`config.mk`:
```
export PLATFORM = sky130hd
export DESIGN_NAME = mks_scanner
export DESIGN_NICKNAME = d
export VERILOG_FILES = /design/src/mks_pkg.sv /design/src/mks_scanner.sv
export VERILOG_INCLUDE_DIRS = /design/src /design/src/src
export SDC_FILE = /design/constraint.sdc
export NUM_CORES = 1
export LEC_CHECK = 0
export ABC_CLOCK_PERIOD_IN_PS = 5000
export BUFFER_PORTS_ARGS = -buffer_cell sky130_fd_sc_hd__buf_2
export CAP_MARGIN = 20
export CORE_MARGIN = 2
export CORE_UTILIZATION = 59
export DETAILED_ROUTE_END_ITERATION = 7
export PLACE_DENSITY = 0.94
export SLEW_MARGIN = 0
export SYNTH_ARGS = -nofsm -noshare
export SYNTH_HDL_FRONTEND = slang
export SYNTH_SLANG_ARGS = --single-unit
```
`constraint.sdc`:
```
create_clock -name pclk -period 5 [get_ports pclk]
set_input_delay 0.5 -clock pclk [delete_from_list [all_inputs] [get_ports pclk]]
set_output_delay 0.5 -clock pclk [all_outputs]
set_load 0.02 [all_outputs]
```
`src/mks_regs.svh`:
```
// Register offsets, field positions, reset values and timing counts of the keypad scanner.
// Assumes a 100 MHz pclk and a byte-addressed APB register window.
`ifndef MKS_REGS_SVH
`define MKS_REGS_SVH

// ----------------------------------------
// Register offsets (byte addresses)
// ----------------------------------------
`define MKS_OFF_RESULT 8'h00
`define MKS_OFF_CTRL 8'h04
`define MKS_OFF_STATUS 8'h08

// ----------------------------------------
// Fields and reset values
// ----------------------------------------
`define MKS_RES_PEND_BIT 15
`define MKS_CTRL_EN_BIT 0
`define MKS_CTRL_RESET 1'h1
`define MKS_REF_RESET 8'hff
`define MKS_STATUS_BUSY_BIT 16
`define MKS_LOCK_BASE 6'h3d
`define MKS_SHOT_BASE 6'h38

// ----------------------------------------
// Timing
// ----------------------------------------
`define MKS_CLK_MHZ 100
`define MKS_SETTLE_TIME_US 5000
`define MKS_SETTLE_CYCLES (`MKS_SETTLE_TIME_US * `MKS_CLK_MHZ)
`define MKS_PIN_WAIT 20'h00008

`endif

```
`src/mks_pkg.sv`:
```
// Types shared by the keypad scanner.
// Assumes nothing of its surroundings.
package mks_pkg;
	typedef enum logic [2:0] {
		ST_IDLE, ST_SETTLE, ST_COL_SAMP, ST_ROW_WAIT, ST_ROW_SAMP, ST_PROCESS, ST_RECOVER
	} mks_state_t;
endpackage : mks_pkg

```
`src/mks_scanner.sv`:
```
// Matrix keypad scanner: 8 x 8 push-button matrix to a 0-63 scancode, with APB registers.
// Assumes external pull-ups on rows and columns, the pin wire resolved from the enables outside,
// and one APB master on pclk.
//
// Implementation choices: the APB interface to the registers and the placing of the registers.
`timescale 1ns/100ps
`default_nettype none
`include "mks_regs.svh"

// What this block does
// - Rows low read columns, then columns low read rows.
// - Scancode 0-63 from position, 8 x 8 matrix only.
// - All rows driven low before idle wait.
// - Release wakes scan but yields no code.
// - One event per press, no auto repeat.
// - Wait settling delay after column change.
// - Several keys: report top-left only.
// - Driving lines low, sensing lines pulled high.
// - Three lock keys toggle secondary-mode flags.
// - Four one-shot keys affect next key only.
// - Alternation keys also deliver ordinary scancode.
// - Result: code bits 5:0, pending bit 15.
// - Scanner sets pending, consumer clears it.
// - Reset clears flags, result and pending.
// - After processing, rows low, back to idle.
// - Code: column index low, row index high.
// - Non-alternation key clears one-shots, sets pending.
module mks_scanner
	import mks_pkg::*;
#(
	parameter int SETTLE_CYCLES = `MKS_SETTLE_CYCLES
) (
	input wire logic pclk,
	input wire logic presetn,
	input wire logic psel,
	input wire logic penable,
	input wire logic pwrite,
	input wire logic [7:0] paddr,
	input wire logic [31:0] pwdata,
	output logic [31:0] prdata,
	output logic pready,
	output logic pslverr,
	input wire logic [7:0] row_in,
	output logic [7:0] row_out,
	output logic [7:0] row_oe,
	input wire logic [7:0] col_in,
	output logic [7:0] col_out,
	output logic [7:0] col_oe
);

	localparam logic [19:0] SETTLE_LAST = 20'(SETTLE_CYCLES - 1);
	localparam logic [19:0] PIN_LAST = `MKS_PIN_WAIT - 20'h00001;

	// Returns {found, index} of the lowest-numbered line pulled low.
	function automatic logic [3:0] first_low(input logic [7:0] lines);
		logic [3:0] r;
		r = 4'h0;
		for (int i = 7; i >= 0; i--) begin
			if (!lines[i]) begin
				r = {1'b1, 3'(i)};
			end
		end
		return r;
	endfunction : first_low

	// ----------------------------------------
	// Pin synchronisers
	// ----------------------------------------
	logic [15:0] pin_s1, pin_s2, pin_s3, pin_stb, next_pin_stb;
	logic [7:0] col_stb, row_stb;

	// A line counts as changed only when stages two and three agree, which also drops single-cycle glitches.
	always_comb begin
		for (int i = 0; i < 16; i++) begin
			next_pin_stb[i] = (pin_s2[i] == pin_s3[i]) ? pin_s3[i] : pin_stb[i];
		end
	end

	always_ff @(posedge pclk or negedge presetn) begin
		if (!presetn) begin
			pin_s1 <= 16'hffff;
			pin_s2 <= 16'hffff;
			pin_s3 <= 16'hffff;
			pin_stb <= 16'hffff;
		end else begin
			pin_s1 <= {row_in, col_in};
			pin_s2 <= pin_s1;
			pin_s3 <= pin_s2;
			pin_stb <= next_pin_stb;
		end
	end

	assign col_stb = pin_stb[7:0];
	assign row_stb = pin_stb[15:8];

	// ----------------------------------------
	// Scan state machine and result
	// ----------------------------------------
	mks_state_t state, next_state;
	logic [19:0] cnt, next_cnt;
	logic [7:0] next_row_oe, next_col_oe;
	logic [7:0] col_ref, next_ref;
	logic [2:0] col_idx, next_col_idx, row_idx, next_row_idx;
	logic [5:0] res_code, next_code;
	logic [2:0] lock, next_lock;
	logic [3:0] shot, next_shot;
	logic [6:0] res_flags, next_flags;
	logic pend, next_pend, enable, next_enable;
	logic [3:0] col_hit, row_hit;
	logic [5:0] proc_code;
	logic [2:0] lock_hit;
	logic [3:0] shot_hit;
	logic is_alt, acc, wr_result, wr_ctrl;

	assign col_hit = first_low(col_stb);
	assign row_hit = first_low(row_stb);
	assign proc_code = {row_idx, col_idx};

	// Alternation key decoders, one comparator per key.
	genvar g;
	generate
		for (g = 0; g < 3; g++) begin : g_lock
			assign lock_hit[g] = (proc_code == `MKS_LOCK_BASE + 6'(g));
		end
		for (g = 0; g < 4; g++) begin : g_shot
			assign shot_hit[g] = (proc_code == `MKS_SHOT_BASE + 6'(g));
		end
	endgenerate
	assign is_alt = |{lock_hit, shot_hit};

	assign acc = psel && penable && pready;
	assign wr_result = acc && pwrite && (paddr == `MKS_OFF_RESULT);
	assign wr_ctrl = acc && pwrite && (paddr == `MKS_OFF_CTRL);

	// Next-state logic; the bus clear of pending comes first so a capture in the same cycle wins.
	always_comb begin
		next_state = state;
		next_cnt = cnt;
		next_row_oe = row_oe;
		next_col_oe = col_oe;
		next_ref = col_ref;
		next_col_idx = col_idx;
		next_row_idx = row_idx;
		next_code = res_code;
		next_lock = lock;
		next_shot = shot;
		next_flags = res_flags;
		next_pend = pend;
		next_enable = enable;
		if (wr_result && pwdata[`MKS_RES_PEND_BIT]) begin
			next_pend = 1'b0;
		end
		if (wr_ctrl) begin
			next_enable = pwdata[`MKS_CTRL_EN_BIT];
		end
		unique case (state)
			ST_IDLE: begin
				// Any column change, press or release, starts a scan; a held key causes no further change.
				if (enable && (col_stb != col_ref)) begin
					next_state = ST_SETTLE;
					next_cnt = 20'h00000;
				end
			end
			ST_SETTLE: begin
				if (cnt == SETTLE_LAST) begin
					next_state = ST_COL_SAMP;
					next_cnt = 20'h00000;
				end else begin
					next_cnt = cnt + 20'h00001;
				end
			end
			ST_COL_SAMP: begin
				if (col_hit[3]) begin
					next_col_idx = col_hit[2:0];
					next_row_oe = 8'h00;
					next_col_oe = 8'hff;
					next_state = ST_ROW_WAIT;
				end else begin
					next_state = ST_RECOVER;
				end
			end
			ST_ROW_WAIT: begin
				if (cnt == PIN_LAST) begin
					next_state = ST_ROW_SAMP;
					next_cnt = 20'h00000;
				end else begin
					next_cnt = cnt + 20'h00001;
				end
			end
			ST_ROW_SAMP: begin
				next_row_oe = 8'hff;
				next_col_oe = 8'h00;
				if (row_hit[3]) begin
					next_row_idx = row_hit[2:0];
					next_state = ST_PROCESS;
				end else begin
					next_state = ST_RECOVER;
				end
			end
			ST_PROCESS: begin
				next_code = proc_code;
				next_lock = lock ^ lock_hit;
				next_flags = {lock ^ lock_hit, shot | shot_hit};
				next_shot = is_alt ? (shot | shot_hit) : 4'h0;
				next_pend = 1'b1;
				next_state = ST_RECOVER;
			end
			ST_RECOVER: begin
				// Let the rows-low picture reach the synchronisers before taking it as the new idle reference.
				if (cnt == PIN_LAST) begin
					next_ref = col_stb;
					next_state = ST_IDLE;
					next_cnt = 20'h00000;
				end else begin
					next_cnt = cnt + 20'h00001;
				end
			end
			default: begin
				// The eighth state code is unused; fall back to the idle wait with rows driven.
				next_state = ST_IDLE;
				next_row_oe = 8'hff;
				next_col_oe = 8'h00;
			end
		endcase
	end

	// Registers of the scan path; reset drives rows, senses columns and clears all results.
	always_ff @(posedge pclk or negedge presetn) begin
		if (!presetn) begin
			state <= ST_IDLE;
			cnt <= 20'h00000;
			row_oe <= 8'hff;
			col_oe <= 8'h00;
			row_out <= 8'h00;
			col_out <= 8'h00;
			col_ref <= `MKS_REF_RESET;
			col_idx <= 3'h0;
			row_idx <= 3'h0;
			res_code <= 6'h00;
			lock <= 3'h0;
			shot <= 4'h0;
			res_flags <= 7'h00;
			pend <= 1'b0;
			enable <= `MKS_CTRL_RESET;
		end else begin
			state <= next_state;
			cnt <= next_cnt;
			row_oe <= next_row_oe;
			col_oe <= next_col_oe;
			row_out <= 8'h00;
			col_out <= 8'h00;
			col_ref <= next_ref;
			col_idx <= next_col_idx;
			row_idx <= next_row_idx;
			res_code <= next_code;
			lock <= next_lock;
			shot <= next_shot;
			res_flags <= next_flags;
			pend <= next_pend;
			enable <= next_enable;
		end
	end

	// ----------------------------------------
	// APB slave
	// ----------------------------------------
	logic [31:0] next_prdata;
	logic next_pready, next_pslverr;

	// Answer is registered in the setup cycle, so every access takes exactly one access cycle.
	always_comb begin
		next_pready = psel && !penable;
		next_pslverr = 1'b0;
		next_prdata = 32'h00000000;
		if (psel && !penable) begin
			unique case (paddr)
				`MKS_OFF_RESULT: next_prdata = {16'h0000, pend, res_flags, 2'h0, res_code};
				`MKS_OFF_CTRL: next_prdata = {31'h00000000, enable};
				`MKS_OFF_STATUS: next_prdata = {15'h0000, state != ST_IDLE, row_stb, col_stb};
				default: next_pslverr = 1'b1;
			endcase
		end
	end

	always_ff @(posedge pclk or negedge presetn) begin
		if (!presetn) begin
			prdata <= 32'h00000000;
			pready <= 1'b0;
			pslverr <= 1'b0;
		end else begin
			prdata <= next_prdata;
			pready <= next_pready;
			pslverr <= next_pslverr;
		end
	end
endmodule : mks_scanner
`default_nettype wire

```
Word-level counts from Yosys, hierarchy flattened:

Index checks and enable logic that the tools add are counted.
Widths: inputs -> output; s select.

* add/subtract/negate cells: 1
* reduce and logical (&&, ||, !) cells: 24
* bitwise operators: 3
* mux-type cells: 38
* eq/ne operators: 39

Operators with widths (number)
* $mux 4: 17
* $mux 20: 3
* $pmux 20 s3: 1
* $pmux 17 s3: 1
* $eq 6x6->1 const B: 7
* $pmux 8 s2: 2
* $pmux 3 s7: 1
* $add 20x1->20 const B: 1
* $eq 20x19->1 const B: 1
* $eq 20x3->1 const B: 1
* $mux 17: 1
* $eq 1x1->1: 16
* $mux 8: 2
* $mux 3: 5
* $ne 2x2->1 const B: 5
* $reduce_and 2->1: 5
* $eq 3x3->1 const B: 3
* $eq 8x3->1 const B: 1
* $eq 8x4->1 const B: 1
* $logic_and 1x1->1: 8
* $logic_not 8->1: 1
* $ne 8x8->1: 1
* $reduce_or 7->1: 1
* $eq 3x2->1 const B: 2
* other kinds (14): 18

* register bits: 173
* input port bits: 61
* logic and storage cells: 140
* output and inout port bits: 66

Depth between registers and ports, before layout:

Gate-level depths: netlist of run 1.

* depth after elaboration: 10
* gate-level depth with buffers: 8
* gate-level depth less buffers: 6

Worst setup path before layout of run 1:

No wires, ideal clock.

* kind: reg2reg
* start point: register pin_stb[1]
* end point: register cnt[12]
* data required time: 4.876 ns
* stages on the path, launching flop included: 8
* setup time: 0.124 ns
* path buffers: 2
* arrival: 1.611 ns
* slack: 3.265 ns
* clock period less this slack: 1.735 ns
* cells stage by stage: dfstp_2 -> clkbuf_2 -> xnor2_1 -> nand4_1 -> o2111ai_4 -> and2_4 -> buf_6 -> a211o_1

* word-level cells in the longest chain between the ends: 4

Ends and longest elaborated chain
* from (decl): RTL line mks_scanner.sv:69 `logic [15:0] pin_s1, pin_s2, pin_s3, pin_stb, next_pin_stb;`
* from (signal assigned): RTL line mks_scanner.sv:89 `pin_stb <= next_pin_stb;`
* $ne 8x8->1: RTL line mks_scanner.sv:159 `if (enable && (col_stb != col_ref)) begin`
* $logic_and 1x1->1: RTL line mks_scanner.sv:159
* $ne 2x2->1 (no source line)
* $reduce_and 2->1 (no source line)
* to (signal assigned): RTL line mks_scanner.sv:247 `cnt <= next_cnt;`
* to (decl): RTL line mks_scanner.sv:100 `logic [19:0] cnt, next_cnt;`

Every way passes these cells.
A chain may end at the register's enable or synchronous reset.

Final worst setup path of run 1:

* start point: register cnt[3]
* end point: register cnt[10]

* word-level cells in the longest chain between the ends: 3
* elaborated cells on any way between the ends: 6
* those cells by class: add/sub: 1; eq/ne: 2; mux: 3

Ends and longest elaborated chain
* $add 20x1->20, or another cell as far along: RTL line mks_scanner.sv:169, mks_scanner.sv:187, mks_scanner.sv:215
* $mux 20 (on tied branches): RTL line mks_scanner.sv:183, mks_scanner.sv:210, mks_scanner.sv:165
* $pmux 20 s3 (*): RTL line mks_scanner.sv:156 `unique case (state)`

Mark *: on every way between the ends. The rest lies on a longest branch, timed or not.

==> flow_metrics.tcl, run 1 <==
set metrics [dict create \
    max-slew-margin-rel 0.509 \
    synth_edf_count 0 \
    path_class "flop to flop" \
    setup_viol 0 \
    grt_pass1_vias 4385 \
    area_growth_pct 12.0 \
    viasPerCell 5.89 \
    p_leak_nw 3.28 \
    hold_path.class "primary input to flop" \
    ctsHoldBuffers 1 \
    grt_util_all_layers 0.245 \
    path_delay_family "simple AND/OR/NAND/NOR gates" \
    p_switching_mw 0.635 \
    outcome "finished, final reports clean" \
    grt-ovfl-total 0 \
    syn_avg_cell_area_um2 11.7 \
    synth-main-ff-cell "dfstp_2" \
    synthCells 531 \
    dr.pass1.iters 5 \
    cts_sinks 141 \
    cts_root_buf "clkbuf_8" \
    post_cts_buffers 0 \
    htreeDepth 4 \
    wl_per_cell_um 17.7 \
    power_density_nw_per_um2 372 \
    worst_path_max_delay_cell "nor4_2" \
    drv_cap 0 \
    antenna_found_initial 0 \
    grt.met1_usage 0.296 \
    io_pins 127 \
    max-vdd-ir-drop_v 0.000273 \
    nets 643 \
    post-dp-hpwl_um 7890 \
    path_clk_slew_ps 60 \
    postCtsResizedCells 0 \
    fin_crit_sh 0.424 \
    finClkSkew_ps 6.02 \
    drt_wl_total_um 12900 \
    critPathMaxFanout 12 \
    crit_path_end_kind "flop" \
    ys_warn_count 0 \
    drc 0 \
    worst_pin_slew_ps 736 \
    yosys.cell_types.count 57 \
    drt_first_iter_violations 339 \
    cts_buffers 17 \
    rsz0062_at_grt "false" \
    diodes 0 \
    use_met2 0.410 \
    clk-insertion-delay-late_ps 530 \
    num_vias 4301 \
    drive_above_1_share 0.338 \
    core_area_um2 10300 \
    period_needed_ps 2120 \
    critPathArrivalTime_ps 2530 \
    cp_num_buf_inv 0 \
    final-hold-violation-count 0 \
    grt_pass1_wl_um 21400 \
    start_util 0.603 \
    route.antenna.remaining_nets 0 \
    maxSlewViolCount 0 \
    seq_power_share 0.484 \
    fp.dieW_um 106 \
    fin_setup_tns_ps 0 \
    dieHeight_um 106 \
    use_met3 0.0644 \
    clkPwrFrac 0.462 \
    cts_max_path_buffers 2 \
    power_frac_comb 0.054 \
    sw_frac_of_total 0.246 \
    yosysSeqAreaShare 0.585 \
    place_congestion 0.777 \
    synth_area_um2 6190 \
    busiest_layer "met2" \
    die_area_um2 11300 \
    synth_seq_cells 141 \
    fmax_ghz 0.472 \
    power.total_mw 2.58 \
    cts_tree "yes" \
    cp-start-kind "flop" \
    portBuffers 65 \
    grt_max_degree 63 \
    slowest_delay_ps 530 \
    critPathRequiredTime_ps 5410 \
    async_reset_ff_frac 1.00 \
    crit_chain "nor4_2 > and3_1 > o21ai_2 > and2_1 > a221o_1" \
    rows 37 \
    p_int_mw 1.95 \
]
[layout make-up]
class / count / area (um2)
Timing Repair Buffer: 70 / 368
Sequential cell: 141 / 3620
Multi-Input combinational cell: 337 / 2160
Tap cell: 136 / 170
Fill cell: 705 / 3340
Clock inverter: 13 / 128
Inverter: 14 / 52.6
Clock buffer: 19 / 442
[state kept, by name (all words and copies together), names as in the netlist, 4 cells and up]
name and cells:
cnt 20, col_ref 8, pin_s1 16, pin_s2 16, pin_s3 16, pin_stb 16, prdata 17, res_code 6
res_flags 4, shot 4
[stage by stage]
step | hold slack, ps | std cells | setup slack (ps) | util | instance area [um2]
after floorplan | 204 | 561 | 3260 | - | 6310
after global placement | 345 | 697 | 2990 | 0.619 | 6360
after detailed placement | 347 | 697 | 2940 | 0.619 | 6360
after CTS | 45.6 | 730 | 2940 | 0.675 | 6940
after global routing | 43.1 | 730 | 2840 | 0.675 | 6940
final | 62.8 | 730 | 2880 | 0.675 | 6940
[metal layers]
layer | vias up | wire length (um) | share of wire
li1 | 1902 | - | -
met1 | 2124 | 5000 | 0.39
met2 | 237 | 6670 | 0.52
met3 | 38 | 848 | 0.066
met4 | 0 | 370 | 0.029
met5 | - | 0 | 0
[synthesized netlist by cell type (all sizes together), types with 2 or more instances]
master / n / area, um2
nand3b: 4 / 42.5
dfrtp: 67 / 1680
or2: 2 / 12.5
or3: 3 / 18.8
inv: 14 / 52.6
xor2: 3 / 26.3
o211ai: 4 / 30.0
a211o: 10 / 87.6
maj3: 17 / 170
o2bb2ai: 2 / 17.5
nor2: 28 / 113
nand4: 14 / 115
nand2: 35 / 131
nand2b: 2 / 12.5
and2: 4 / 27.5
a21o: 2 / 15.0
and4: 5 / 46.3
a21boi: 3 / 22.5
clkbuf: 10 / 40.0
a21oi: 14 / 70.1
a31oi: 9 / 56.3
mux2: 12 / 135
buf: 59 / 434
nand3: 22 / 110
nor2b: 2 / 12.5
xnor2: 9 / 78.8
dfstp: 74 / 1940
mux2i: 15 / 150
o21ai: 29 / 149
nor4: 6 / 65.1
o2111ai: 2 / 35.0
and3: 11 / 68.8
nor3: 27 / 135
[final timing paths]
| check | slack [ps] | startpoint | end | cells after the start |
|---|---|---|---|---|
| max | 2880 | cnt[3]$_DFFE_PN0P_ | cnt[10]$_DFFE_PN0P_ | 5 |
| min in group asynchronous | 470 | presetn | pslverr$_DFF_PN0_ | 2 |
| min | 60 | row_in[5] | pin_s1[13]$_DFF_PN1_ | 1 |
| min reg2reg | 350 | pin_s1[6]$_DFF_PN1_ | pin_s2[6]$_DFF_PN1_ | 0 |
| max reg2reg | 2880 | cnt[3]$_DFFE_PN0P_ | cnt[10]$_DFFE_PN0P_ | 5 |
| max in group asynchronous | 3390 | presetn | shot[0]$_DFFE_PN0P_ | 3 |
[power by group through the flow]
stage / combinational (mW) / clock [mW] / sequential (mW)
finish: 0.140 / 1.20 / 1.25
CTS: 0.140 / 1.21 / 1.25
global placement: 0.130 / 0 / 1.26
global route: 0.156 / 1.27 / 1.26
detailed placement: 0.137 / 0 / 1.27
floorplan: 0.113 / 0 / 1.25
[kinds of logic (layout without fill, tap and decap cells)]
family / count (synthesis) / in the layout / synth area share
compound gates: 81 / 81 / 0.0864
xor+xnor: 12 / 12 / 0.0170
fa+ha+maj: 18 / 18 / 0.0295
buf+inv: 83 / 116 / 0.0850
flops: 141 / 141 / 0.585
mux: 27 / 27 / 0.0461
other cells: 1 / 31 / 0.000605
simple gates: 168 / 168 / 0.151
[cells in the final DEF, fill, tap and decap left out, drive strengths merged, types with 17 or more instances in the layout]
cell,Yosys,layout
buf,59,69
dfrtp,67,67
nand3,22,22
dfstp,74,74
o21ai,29,29
clkbuf,10,19
maj3,17,17
nand2,35,35
inv,14,20
conb,1,31
nor2,28,28
nor3,27,27
Note: power is estimated with default switching activity, not from simulation.
==> inputs of run 2 (changes only) <==
--- a/config.mk
+++ b/config.mk
@@ -6,13 +6,13 @@
 export SDC_FILE = /design/constraint.sdc
 export NUM_CORES = 1
 export LEC_CHECK = 0
-export ABC_CLOCK_PERIOD_IN_PS = 5000
+export ABC_CLOCK_PERIOD_IN_PS = 1950
 export BUFFER_PORTS_ARGS = -buffer_cell sky130_fd_sc_hd__buf_2
 export CAP_MARGIN = 20
 export CORE_MARGIN = 2
-export CORE_UTILIZATION = 59
+export CORE_UTILIZATION = 55
 export DETAILED_ROUTE_END_ITERATION = 7
-export PLACE_DENSITY = 0.94
+export PLACE_DENSITY = 0.89
 export SLEW_MARGIN = 0
 export SYNTH_ARGS = -nofsm -noshare
 export SYNTH_HDL_FRONTEND = slang
==> constraint.sdc (replaced) <==
create_clock -name pclk -period 1.95 [get_ports pclk]
set_input_delay 0.195 -clock pclk [delete_from_list [all_inputs] [get_ports pclk]]
set_output_delay 0.195 -clock pclk [all_outputs]
set_load 0.02 [all_outputs]
==> run 2 against run 1 <==
Net effect: the run now ends with DRC left; setup slack lost 2900 ps; final cell count grew 5.9%; first-iteration DRC count grew 13%; critical path depth grew 1; non-clock buffer count grew 39; register-to-register slack lost 2900 ps; critical path type unchanged; largest power group unchanged.
==> flow_metrics.tcl, run 2 (synthesis gave the netlist of run 1 again) <==
set metrics [dict create \
    final_common_cell "dfstp_2" \
    path_clk_slew_ps 60 \
    grt-ovfl-total 0 \
    drive_above_1_share 0.368 \
    critPathRequiredTime_ps 2290 \
    r2r_cells 6 \
    busiest_layer "met2" \
    p_leak_nw 3.47 \
    worst_pin_slew_ps 653 \
    num_vias 4478 \
    cp-start-kind "flop" \
    nets 682 \
    htreeDepth 4 \
    route.antenna.remaining_nets 0 \
    critPathMaxFanout 8 \
    drc 1 \
    grt_pass1_vias 4428 \
    crit_chain "ha_2 > and2_1 > and4_4 > nand3_1 > nor2_4 > mux2_2" \
    hold_path.class "primary input to flop" \
    setup_viol 0 \
    use_met3 0.0500 \
    maxSlewViolCount 0 \
    grt_max_degree 41 \
    post-dp-hpwl_um 8510 \
    fin_crit_sh 0.986 \
    rows 38 \
    max-vdd-ir-drop_v 0.000678 \
    path_class "flop to flop" \
    antenna_found_initial 0 \
    final-hold-violation-count 0 \
    clk-insertion-delay-late_ps 420 \
    period_needed_ps 1920 \
    drt_first_iter_violations 382 \
    critPathArrivalTime_ps 2260 \
    cts_root_buf "clkbuf_16" \
    io_pins 127 \
    power.total_mw 6.64 \
    dr.pass1.iters 7 \
    worstHoldPathCells 2 \
    finClkSkew_ps 7.58 \
    grt.met1_usage 0.301 \
    cts_sinks 141 \
    viasPerCell 5.79 \
    largest-register "cnt" \
    area_growth_pct 18.6 \
    fmax_ghz 0.520 \
    power_density_nw_per_um2 905 \
    max-slew-margin-rel 0.565 \
    worst_path_max_delay_cell "dfrtp_1" \
    diodes 0 \
    grt_pass1_wl_um 21800 \
    grt_util_all_layers 0.238 \
    n_fill_cell 717 \
    cts_buffers 17 \
    use_met2 0.398 \
    die_area_um2 12100 \
    place_congestion 0.931 \
    portBuffers 65 \
    drt_wl_total_um 13600 \
    core_area_um2 10900 \
    slowest_delay_ps 420 \
    cts_max_path_buffers 2 \
    final_util 0.672 \
    reg_top3 "cnt: 20 flops, prdata: 17 flops" \
    wl_per_cell_um 17.6 \
    rsz0062_at_grt "true" \
    outcome "finished with violations" \
    largest_register_ffs 20 \
    drv_cap 0 \
    violations "DRC" \
    cts_tree "yes" \
    fp.dieW_um 110 \
    dieHeight_um 110 \
    crit_path_end_kind "flop" \
    start_util 0.566 \
    final_cell_mix "dfstp_2, dfrtp_1, buf_2" \
]
run 2: area by class of cell:
cell class / count / area, um2 / share of cell area
clock buffer: 20 / 437 / 0.0595
clock inverter: 12 / 113 / 0.0153
inverter: 14 / 52.6 / 0.00716
multi-input combinational: 337 / 2220 / 0.302
sequential: 141 / 3620 / 0.494
tap: 140 / 175 / 0.0239
timing repair buffer: 109 / 726 / 0.0988
run 2: critical path: cells and delay by family (launching register included):
family	cells	cell delay, ps
fa+ha+maj	1	240
mux	1	380
simple gates	4	810
flops	1	420
run 2: power by group:
| group | internal [mW] | switching, mW | total (mW) |
|---|---|---|---|
| logic | 0.172 | 0.276 | 0.448 |
| clock network | 1.76 | 1.24 | 3.00 |
| registers | 3.10 | 0.101 | 3.20 |
run 2: routing by layer:
| layer | up-vias | part of all wire |
|---|---|---|
| met4 | 0 | 0.026 |
| met1 | 2224 | 0.40 |
| met3 | 44 | 0.067 |
| met2 | 233 | 0.51 |
| met5 | - | 0 |
| li1 | 1977 | - |
run 2: worst paths after layout:
check	startpoint	to	slack, ps
worst min register to register	pin_s1[4]$_DFF_PN1_	pin_s2[4]$_DFF_PN1_	350
worst min-delay path	pwdata[0]	enable$_DFFE_PN1P_	30
worst max-delay path	cnt[0]$_DFFE_PN0P_	col_ref[6]$_DFFE_PN1P_	30
max in group asynchronous	presetn	row_oe[6]$_DFFE_PN1P_	930
min in group asynchronous	presetn	res_code[4]$_DFFE_PN0P_	300
worst max register to register	cnt[0]$_DFFE_PN0P_	col_ref[6]$_DFFE_PN1P_	30
run 2: timing repair:
item / 4_1_cts / 5_1_grt
buffers inserted: 0 / 3
pin swaps: 0 / 3
hold endpoints to repair: 29 / 0
hold buffers: 17 / 0
endpoints found under the setup margin: 2 / 23
gates resized for setup: 2 / 13
run 2: metrics by stage:
stage                     hold WS (ps)  area, um2  instances  setup slack (ps)  TNS [ps]
final                             32.2       7340        773              27.6         0
after floorplan                   -101       6310        561               215         0
after global routing              28.7       7340        773             -49.0      -128
after detailed placement           191       6540        721              36.6         0
after global placement             183       6540        721              86.8         0
after CTS                         20.2       7270        770              9.26         0
